===== src/include/arb_pkg.sv =====
package arb_pkg;
	// register bus shape
	localparam int ADDR_W = 4;
	localparam int DATA_W = 16;

	// register offsets
	localparam logic [3:0] CTRL_OFF = 4'h0;
	localparam logic [3:0] DIV_OFF  = 4'h4;
	localparam logic [3:0] STAT_OFF = 4'h8;
	localparam logic [3:0] DATA_OFF = 4'hC;

	// serial_control_one fields
	localparam int RX_EN_POS = 0;
	localparam int NINE_POS  = 1;

	// serial_status_register fields
	localparam int FULL_POS   = 0;
	localparam int NOISE_POS  = 1;
	localparam int FRAME_POS  = 2;
	localparam int ACTIVE_POS = 3;

	// oversample timing
	localparam int SYS_HZ    = 100_000_000;
	localparam int BAUD_HZ   = 115_200;
	localparam int OS_FACTOR = 16;
	localparam logic [15:0] DIV_RESET = 16'(SYS_HZ / (OS_FACTOR * BAUD_HZ) - 1);

	// oversample period labels
	localparam logic [4:0] RT_FIRST = 5'h01;
	localparam logic [4:0] RT_3     = 5'h03;
	localparam logic [4:0] RT_5     = 5'h05;
	localparam logic [4:0] RT_7     = 5'h07;
	localparam logic [4:0] RT_8     = 5'h08;
	localparam logic [4:0] RT_9     = 5'h09;
	localparam logic [4:0] RT_10    = 5'h0A;
	localparam logic [4:0] RT_LAST  = 5'h10;

	// frame layout, bit index 0 is the start bit
	localparam logic [3:0] STOP_IDX_8 = 4'h9;
	localparam logic [3:0] STOP_IDX_9 = 4'hA;

	typedef enum logic [1:0] {
		ARB_HUNT  = 2'b00,
		ARB_START = 2'b01,
		ARB_FRAME = 2'b10
	} arb_state_t;
endpackage


===== src/logic/arb_os_tick.sv =====
`timescale 1ns/1ns
module arb_os_tick import arb_pkg::*; #(
	parameter int DIV_W = 16
) (
	// clock and reset
	input  wire logic             ref_clk,
	input  wire logic             rst,
	input  wire logic             ce,
	// control
	input  wire logic             run,
	input  wire logic [DIV_W-1:0] div,
	// oversample enable
	output logic                  tick
);
	typedef struct packed {
		logic [DIV_W-1:0] cnt;
		logic             tick;
	} arb_div_state_t;

	arb_div_state_t q_ff;
	arb_div_state_t nxt_q;

	// one tick every div+1 clocks keeps the receiver in one clock domain
	always_comb begin
		nxt_q      = q_ff;
		nxt_q.tick = 1'b0;
		if (!run) begin
			nxt_q.cnt = div;
		end else if (q_ff.cnt == '0) begin
			nxt_q.cnt  = div;
			nxt_q.tick = 1'b1;
		end else begin
			nxt_q.cnt = q_ff.cnt - 1'b1;
		end
	end

	always_ff @(posedge ref_clk) begin
		if (rst) begin
			q_ff <= '0;
		end else if (ce) begin
			q_ff <= nxt_q;
		end
	end

	assign tick = q_ff.tick;
endmodule


===== src/logic/arb_rx_bit.sv =====
// Functional notes
// - line is oversampled at sixteen times baud, periods one to sixteen.
// - setting receiver enable starts start-bit hunting with no prior alignment.
// - hunting samples every period into a three-deep history.
// - low without three prior highs is not a start edge.
// - low after three highs is period one; receiver active set.
// - periods three and five both high reject the candidate start.
// - any two of periods three, five, seven high reject the candidate.
// - in frame, period restarts at one on each fall or after sixteen.
// - after the stop bit the receiver goes back to hunting.
// - each data and stop bit decided by majority of periods eight, nine, ten.
// - data and ninth bits are shifted in, start and stop not.
// - disagreeing mid-bit samples set the frame noise indicator.
// - start bit with disagreeing periods three, five, seven sets noise.
// - frame noise is reported with receive full at transfer.
// - rejected false starts do not add noise to the next frame.
// - start accepted by early samples even if mid-bit majority is high.
// - low stop bit sets framing error.
// - frame-length select one takes a ninth data bit, stored at transfer.
// - completed character transfers unless receive full already set.
//
// The implementer's own choices: the plain strobed port and the placing of the registers.
`timescale 1ns/1ns
module arb_rx_bit import arb_pkg::*; #(
	parameter int DIV_W = 16
) (
	// clock, reset, enable
	input  wire logic              ref_clk,
	input  wire logic              rst,
	input  wire logic              ce,
	// register port
	input  wire logic [ADDR_W-1:0] addr,
	input  wire logic [DATA_W-1:0] wr_data,
	input  wire logic              wr_en,
	input  wire logic              rd_en,
	output logic      [DATA_W-1:0] rd_data,
	// serial line
	input  wire logic              rx_pin,
	// status
	output logic                   receiver_active_flag,
	output logic                   receive_full_flag
);
	typedef struct packed {
		logic             meta;
		logic             sync;
		arb_state_t       st;
		logic [4:0]       rt;
		logic [2:0]       hist;
		logic             s3;
		logic             s5;
		logic             s8;
		logic             s9;
		logic [3:0]       bitn;
		logic [8:0]       shift;
		logic             noise;
		logic             active;
		logic             en;
		logic             nine;
		logic [DIV_W-1:0] div;
		logic [8:0]       data;
		logic             full;
		logic             nf;
		logic             fe;
		logic             armed;
		logic [DATA_W-1:0] rdata;
	} arb_rx_state_t;

	arb_rx_state_t q_ff;
	arb_rx_state_t nxt_q;
	logic          tick;
	logic          go;
	logic [4:0]    lbl;
	logic          fall;
	logic          maj;
	logic          xfer;
	logic          noise_fin;

	function automatic logic maj3(input logic a, input logic b, input logic c);
		return (a & b) | (a & c) | (b & c);
	endfunction

	function automatic logic same3(input logic a, input logic b, input logic c);
		return (a == b) && (b == c);
	endfunction

	arb_os_tick #(.DIV_W(DIV_W)) u_tick (
		.ref_clk (ref_clk),
		.rst     (rst),
		.ce      (ce),
		.run     (q_ff.en),
		.div     (q_ff.div),
		.tick    (tick)
	);

	assign go   = tick;
	assign fall = q_ff.hist[0] & ~q_ff.sync;
	assign maj  = maj3(q_ff.s8, q_ff.s9, q_ff.sync);

	always_comb begin
		nxt_q      = q_ff;
		xfer       = 1'b0;
		noise_fin  = 1'b0;
		lbl        = (q_ff.rt >= RT_LAST) ? RT_FIRST : q_ff.rt + 5'h01;
		// only the second flop is ever read
		nxt_q.meta  = rx_pin;
		nxt_q.sync  = q_ff.meta;
		nxt_q.rdata = '0;

		if (wr_en) begin
			unique case (addr)
				CTRL_OFF: begin
					nxt_q.en   = wr_data[RX_EN_POS];
					nxt_q.nine = wr_data[NINE_POS];
				end
				DIV_OFF: nxt_q.div = wr_data[DIV_W-1:0];
				default: ;
			endcase
		end
		if (rd_en) begin
			unique case (addr)
				STAT_OFF: begin
					nxt_q.rdata[FULL_POS]   = q_ff.full;
					nxt_q.rdata[NOISE_POS]  = q_ff.nf;
					nxt_q.rdata[FRAME_POS]  = q_ff.fe;
					nxt_q.rdata[ACTIVE_POS] = q_ff.active;
					nxt_q.armed             = 1'b1;
				end
				DATA_OFF: begin
					nxt_q.rdata[8:0] = q_ff.data;
					// status read then data read clears the flags
					if (q_ff.armed) begin
						nxt_q.full = 1'b0;
						nxt_q.nf   = 1'b0;
						nxt_q.fe   = 1'b0;
					end
					nxt_q.armed = 1'b0;
				end
				CTRL_OFF: begin
					nxt_q.rdata[RX_EN_POS] = q_ff.en;
					nxt_q.rdata[NINE_POS]  = q_ff.nine;
				end
				DIV_OFF: nxt_q.rdata[DIV_W-1:0] = q_ff.div;
				default: ;
			endcase
		end

		// receiver follows the bus so that a set beats a same-cycle clear
		if (!q_ff.en) begin
			nxt_q.st     = ARB_HUNT;
			nxt_q.active = 1'b0;
			nxt_q.hist   = '0;
			nxt_q.rt     = '0;
		end else if (go) begin
			nxt_q.hist = {q_ff.hist[1:0], q_ff.sync};
			unique case (q_ff.st)
				ARB_HUNT: begin
					// enable alone starts the hunt, no earlier alignment kept
					if (!q_ff.sync && q_ff.hist == 3'b111) begin
						nxt_q.st     = ARB_START;
						nxt_q.rt     = RT_FIRST;
						nxt_q.active = 1'b1;
						nxt_q.noise  = 1'b0;
					end
				end
				ARB_START: begin
					nxt_q.rt = lbl;
					if (lbl == RT_3) begin
						nxt_q.s3 = q_ff.sync;
					end else if (lbl == RT_5) begin
						if (q_ff.s3 && q_ff.sync) begin
							nxt_q.st     = ARB_HUNT;
							nxt_q.active = 1'b0;
						end else begin
							nxt_q.s5 = q_ff.sync;
						end
					end else if (lbl == RT_7) begin
						if (maj3(q_ff.s3, q_ff.s5, q_ff.sync)) begin
							nxt_q.st     = ARB_HUNT;
							nxt_q.active = 1'b0;
						end else begin
							// accepted: period one plus two of three are low
							nxt_q.noise = !same3(q_ff.s3, q_ff.s5, q_ff.sync);
							nxt_q.st    = ARB_FRAME;
							nxt_q.bitn  = '0;
						end
					end
				end
				ARB_FRAME: begin
					// resync on every fall keeps small baud errors from adding up
					nxt_q.rt = fall ? RT_FIRST : lbl;
					if (!fall && lbl == RT_8) begin
						nxt_q.s8 = q_ff.sync;
					end else if (!fall && lbl == RT_9) begin
						nxt_q.s9 = q_ff.sync;
					end else if (!fall && lbl == RT_10) begin
						// majority vote, start bit value ignored here
						noise_fin   = q_ff.noise | !same3(q_ff.s8, q_ff.s9, q_ff.sync);
						nxt_q.noise = noise_fin;
						nxt_q.bitn  = q_ff.bitn + 4'h1;
						if (q_ff.bitn == (q_ff.nine ? STOP_IDX_9 : STOP_IDX_8)) begin
							nxt_q.st     = ARB_HUNT;
							nxt_q.active = 1'b0;
							xfer         = !q_ff.full;
						end else if (q_ff.bitn != '0) begin
							nxt_q.shift = {maj, q_ff.shift[8:1]};
						end
					end
				end
				default: begin
					nxt_q.st     = ARB_HUNT;
					nxt_q.active = 1'b0;
				end
			endcase
		end

		if (xfer) begin
			// ninth bit lands in bit 8 when frame-length select is one
			nxt_q.data = q_ff.nine ? q_ff.shift : {1'b0, q_ff.shift[8:1]};
			nxt_q.full = 1'b1;
			nxt_q.nf   = noise_fin;
			nxt_q.fe   = !maj;
		end
	end

	always_ff @(posedge ref_clk) begin
		if (rst) begin
			q_ff     <= '0;
			q_ff.div <= DIV_RESET[DIV_W-1:0];
			q_ff.st  <= ARB_HUNT;
		end else if (ce) begin
			q_ff <= nxt_q;
		end
	end

	assign rd_data              = q_ff.rdata;
	assign receiver_active_flag = q_ff.active;
	assign receive_full_flag    = q_ff.full;
endmodule


===== config.mk =====
export PLATFORM = sky130hd
export DESIGN_NAME = arb_rx_bit
export DESIGN_NICKNAME = d
export VERILOG_FILES = /design/src/include/arb_pkg.sv /design/src/logic/arb_os_tick.sv /design/src/logic/arb_rx_bit.sv
export SDC_FILE = /design/constraint.sdc
export NUM_CORES = 1
export LEC_CHECK = 0
export ABC_AREA = 0
export ABC_CLOCK_PERIOD_IN_PS = 2100
export BUFFER_PORTS_ARGS = -buffer_cell sky130_fd_sc_hd__buf_2
export CORE_MARGIN = 8
export CORE_UTILIZATION = 54
export CTS_CLUSTER_DIAMETER = 30
export CTS_CLUSTER_SIZE = 8
export DETAILED_ROUTE_END_ITERATION = 10
export PLACE_DENSITY = 0.76
export SYNTH_ARGS = -nofsm -noshare
export SYNTH_HDL_FRONTEND = slang
export SYNTH_HIERARCHICAL = 1
export SYNTH_SLANG_ARGS = --single-unit

===== constraint.sdc =====
create_clock -name ref_clk -period 2.1 [get_ports ref_clk]
set_clock_uncertainty 0.1 [all_clocks]
set_input_delay 0.42 -clock ref_clk [delete_from_list [all_inputs] [get_ports ref_clk]]
set_output_delay 0.42 -clock ref_clk [all_outputs]
set_load 0.005 [all_outputs]

; Word-level counts from Yosys, hierarchy flattened
; Index checks and enable logic that the tools add are counted.
[op_classes]
n_addsub = 3
magnitude_cmp = 1
n_eq_ne = 36
mux = 75
bitwise_logic = 18
reduce_logical = 39
[ops]
columns = op, n
row1 = $mux 16, 3
row2 = $mux 9, 4
row3 = $mux 15, 2
row4 = $mux 2, 15
row5 = $mux 29, 1
row6 = $mux 1, 28
row7 = $reduce_and 11->1, 2
row8 = $mux 20, 1
row9 = $ne 3x3->1 const B, 6
row10 = $logic_not 16->1, 1
row11 = $mux 4, 4
row12 = $ne 2x2->1 const B, 8
row13 = $sub 16x1->16 const B, 1
row14 = $eq 5x4->1 const B, 3
row15 = $pmux 5 s3, 1
row16 = $mux 7, 2
row17 = $ne 4x4->1 const B, 3
row18 = $pmux 2 s3, 2
row19 = $reduce_and 12->1, 1
row20 = $eq 5x3->1 const B, 2
row21 = $mux 10, 1
row22 = $mux 5, 2
row23 = $pmux 5 s2, 1
row24 = $reduce_and 10->1, 1
row25 = 35 further kinds, 77
[word_totals]
reg_bits = 95
inputBits = 26
out_inout_bits = 18
wordCells = 196

; Longest topological paths before layout
[depth]
ltp_word = 12
ltp_mapped = 9
mapped_depth_nobuf = 7

; Modules after synthesis
; Netlist, hierarchy kept.
[modules_own_cells]
columns = mod, instances, cells_each, area_each_um2, seq_area_each_um2
row1 = arb_rx_bit, 1, 449, 3942.5, 1561.5
row2 = arb_os_tick, 1, 154, 1224.9, 340.3

; Least setup slack after synthesis
; Ideal clock, no wire load.
[synth_timing]
kind = register to register
startpoint = register q_ff[69] (netlist bit)
endpoint = register q_ff[48] (netlist bit)
setup_ns = 0.070
arrival_ns = 2.201
required_time_ns = 1.930
slack_ns = -0.271
path_stages_with_launch = 8
n_path_buf = 1
synth_period_minus_slack_ns = 2.371
path_cell_list = dfxtp_1 > ha_1 > buf_6 > xor2_4 > a41oi_2 > or4_1 > or4b_1 > a21oi_1
[synth_between]
elab_chain_len = 6
word_cells_on_any_way = 19
classes_between = 1 x add/sub / 1 x order compare / 12 x eq/ne / 1 x mux / 4 x reduce/logical
[synth_lines]
columns = item, line
row1 = from (decl), arb_rx_bit.sv:68  ; arb_rx_state_t q_ff;
row2 = from (signal assigned), arb_rx_bit.sv:231  ; q_ff <= nxt_q;
row3 = $add 5x1->5 or $ge 5x5->1 (tied branches), arb_rx_bit.sv:103  ; lbl = (q_ff.rt >= RT_LAST) ? RT_FIRST : q_ff.rt + 5'h01;
row4 = $mux 5 (*), arb_rx_bit.sv:103
row5 = "$eq 5x4->1, on equally long branches", "arb_rx_bit.sv:195, arb_rx_bit.sv:191, arb_rx_bit.sv:193"
row6 = "$logic_and 1x1->1, on equally long branches", "arb_rx_bit.sv:195, arb_rx_bit.sv:191, arb_rx_bit.sv:193"
row7 = $ne 2x2->1 (no line), --
row8 = $reduce_and 12->1 (no line) (*), --
; Mark *: on every way between the ends. The rest lies on a longest branch, timed or not.
; A chain may end at the register's enable or synchronous reset.

; Worst setup path after layout
[layout_timing]
startpoint = register u_tick/q_ff[5] (netlist bit)
endpoint = register u_tick/q_ff[8] (netlist bit)
[layout_between]
elab_chain_len = 3
word_cells_on_any_way = 4
classes_between = 1 x add/sub / 2 x mux / 1 x reduce/logical
[layout_lines]
columns = item, line
row1 = from (decl), arb_os_tick.sv:20  ; arb_div_state_t q_ff;
row2 = from (signal assigned), arb_os_tick.sv:41  ; q_ff <= nxt_q;
row3 = $sub 16x1->16 or $logic_not 16->1 (tied branches), "arb_os_tick.sv:33, arb_os_tick.sv:29"
row4 = $mux 16 (*), arb_os_tick.sv:29  ; end else if (q_ff.cnt == '0) begin
row5 = $mux 16 (*), arb_os_tick.sv:27  ; if (!run) begin
; Marks and branches as above.

==> run metrics <==
worst-path fanout max 7; number of global-route vias before repair 4,883; Iter 0 DRT Violations 499; RSZ-0062 raised after global routing yes; hold_buf cts 0; first-pass GRT wire length 23.94 mm; CTS Sinks 95; post-layout min period 2.215 ns; pin count of the biggest net entering global routing 37; Setup crit end kind flip-flop; Root Driver clkbuf_8; Synth Flop Type dfxtp_1; worst skew pair latency 0.37 ns; crit start category flip-flop; Design Power 3415 uW; clock slew at reported path FFs 0.11 ns; Syn-to-layout area delta 24.67%; final net count 735; drt wl/cell 18.57 microns; Worst Hold Class input pin to flip-flop; DR vias/cell 6.113; Mapped Avg Cell Area 8.570 sq um; Post-Syn Area 5167 sq um; Switching Share 0.2799; ys async rst share 0; hpwl dp 10.73 mm; Clock Tree Buf Depth 2; maximum clock frequency 0.4514 GHz; via count 5,068; Placement Cell Area 5864 sq um; met3 wire len 1.035 mm; final count of hold timing violations 0; Worst EP arrival 2.39 ns; sequential fraction of the synthesis area 0.3680; worst endpoint required time 2.28 ns; diodes inserted 0; number of CTS-inserted buffers 9; Internal Power 2459 uW; M1 WL 6.321 mm; flop-to-flop setup slack -0.12 ns; antenna-violating nets left 0; reg2reg start u_tick/q_ff[5]$_SDFFE_PP0P_; TritonRoute pass-1 iters 9; Synth Instances 603; Max-cap violations 0; Die Ht 113.8 microns; worst vdd ir 330.8 uV; # H-tree levels 3; final worst slack -0.1154 ns; syn_nets 643; Setup crit start u_tick/q_ff[5]$_SDFFE_PP0P_; WS Path Type flip-flop to flip-flop; metal2 WL 7.532 mm; TritonCTS clock tree built; CP peak stage delay 0.61 ns; initial antenna violation count 0; Static Leak 0.002601 uW; register area 1919 sq um; # rows 35; max layer used met4; total global-route track usage 0.2246; Hold Startpoint wr_data[9]; CP Cell Sequence or4_4 -> o41a_1 -> buf_4 -> mux2i_1 -> a221oi_1; die width 113.8 microns; worst-margin pin slew 0.6222 ns; Core Region 9284 sq um; synth unique cells 77; Power per Cell Area 530.0 nW/um^2; initial core utilization 0.5566; # port buffers 43; number of flops mapped to enable cells by yosys 0; Synth Warn # 6; failing checks setup timing; Slew headroom 0.5820; DRT Wirelength 15.40 mm; grt total ovfl 0; final-layout fill cell count 739; #FFs+latches synth 95; Combinational Power Share 0.104; Final Instance Area 6442 sq um; setup violators final 12; CP max stage cell o41a_1; number of I/O pins 44; Max Slew Vio Count 0; RePlAce Congestion 0.9488; sw power 955.9 uW; fin crit share 1.055; # DRC 0; pre-CTS WS -0.1673 ns; part of the power in registers 0.535; Post-Layout Cell Count 829; dpl cells 802; Multi-input gate area 3067 sq um; outcome complete, but fails checks; die footprint 12,960 sq um; layout cells sized above 1 0.3171; fin util 0.6939; clock share of power 0.362
[timing repair]
| item | in CTS | in global routing |
|---|---|---|
| endpoints found under the setup margin | 39 | 43 |
| gates resized for setup | 21 | 45 |
| gates cloned | 0 | 3 |
| pin swaps | 10 | 22 |
| setup buffers | 5 | 3 |
[critical path, delay by kind of cell (launching register included)]
kind	cells	cell delay, ns
AND/OR/NAND/NOR	1	0.54
flip-flops	1	0.32
AO/OA/AOI/OAI	2	0.83
multiplexers	1	0.11
buffers and inverters	1	0.22
[registers in the layout, summed over array words and instances (netlist names)]
| name | count |
|---|---|
| rd_data | 16 |
| receiver_active_flag | 1 |
| u_tick/q_ff | 16 |
| q_ff | 59 |
| receive_full_flag | 1 |
| u_tick/tick | 1 |
| nxt_q | 1 |
[kinds of logic (layout without fill, tap and decap cells)]
| family | Yosys count | after routing | synth area share |
|---|---|---|---|
| DFF | 95 | 95 | 0.3680 |
| and+or+nand+nor | 240 | 240 | 0.2397 |
| AOI/OAI and AO/OA | 137 | 137 | 0.1964 |
| buffers and inverters | 81 | 178 | 0.08378 |
| adders and majority gates | 14 | 14 | 0.03390 |
| xor gates and xnor gates | 2 | 2 | 0.007023 |
| muxes | 34 | 34 | 0.07119 |
[cells in the mapped netlist (all sizes together) (4+ instances only)]
library cell / count / area, sq um
nand4: 12 / 75.07
buf: 30 / 221.5
nand2b: 9 / 56.30
nor4: 12 / 90.09
nor2: 61 / 229.0
or4: 6 / 48.80
ha: 14 / 175.2
inv: 24 / 90.09
nand2: 61 / 229.0
nand3b: 5 / 37.54
a31oi: 5 / 31.28
and2: 5 / 32.53
nand3: 22 / 110.1
and3: 7 / 43.79
a311oi: 4 / 35.03
a222oi: 5 / 50.05
nor3b: 4 / 30.03
a22oi: 13 / 97.59
a21oi: 35 / 175.2
a211oi: 11 / 95.09
dfxtp: 95 / 1902
nor2b: 6 / 37.54
clkbuf: 26 / 117.6
mux2i: 30 / 300.3
nor3: 14 / 81.33
o21ai: 14 / 70.07
a221oi: 4 / 35.03
a211o: 6 / 52.55
o41ai: 4 / 42.55
[metrics by stage]
stage | hold WS, ns | TNS (ns)
floorplan | 0.3426 | -0.3220
global placement | 0.3612 | -0.8654
finish | 0.1808 | -0.6843
CTS | 0.1801 | -0.6432
detailed placement | 0.3706 | -1.951
global route | 0.1799 | -1.984
[worst paths after layout]
kind                                       to  depth (start not counted)
hold reg to reg         q_ff[43]$_SDFFE_PP0P_                          2
setup / recovery  u_tick/q_ff[8]$_SDFFE_PP0P_                          5
hold / removal          q_ff[38]$_SDFFE_PP0P_                          3
setup reg to reg  u_tick/q_ff[8]$_SDFFE_PP0P_                          5
[per-layer routing]
metal / vias up / GRT usage
met2: 210 / 0.3767
met5: - / 0
li1: 2384 / -
met3: 48 / 0.03539
met4: 0 / 0.09672
met1: 2426 / 0.2786
[final cells by class]
| class | instances | area share |
|---|---|---|
| Clock buffer | 10 | 0.02136 |
| Clock inverter | 6 | 0.008934 |
| Inverter | 25 | 0.01495 |
| Multi-Input combinational cell | 427 | 0.4760 |
| Sequential cell | 95 | 0.2979 |
| Tap cell | 129 | 0.02505 |
| Timing Repair Buffer | 137 | 0.1558 |
[power groups by stage]
stage	combinational [uW]	sequential, uW	clock, uW
detailed placement	312	1870	0
floorplan	173	1870	0
global placement	307	1870	0
finish	354	1830	1240
CTS	332	1820	1250
global route	383	1830	1330
[placed cells by master, fill, tap and decap left out, types with 5 or more instances in the layout]
master / netlist / final
nor2b_1: 6 / 5
nand4_1: 12 / 12
dfxtp_2: 0 / 8
a211oi_1: 10 / 5
o21ai_0: 14 / 12
nand3_1: 22 / 21
buf_6: 5 / 6
nor3_1: 13 / 12
ha_1: 14 / 8
nor4_1: 11 / 10
nand3b_1: 5 / 5
a222oi_1: 5 / 5
nand2b_1: 9 / 8
inv_1: 24 / 19
a22oi_1: 13 / 13
nand2_1: 61 / 60
a21oi_1: 35 / 32
a211oi_2: 0 / 5
dfxtp_1: 95 / 85
and3_1: 7 / 7
or4_4: 1 / 5
a211o_1: 6 / 6
mux2i_1: 30 / 30
clkbuf_8: 2 / 10
buf_4: 17 / 84
nor2_1: 61 / 57
buf_2: 6 / 43
Note: power is estimated with default switching activity, not from simulation.
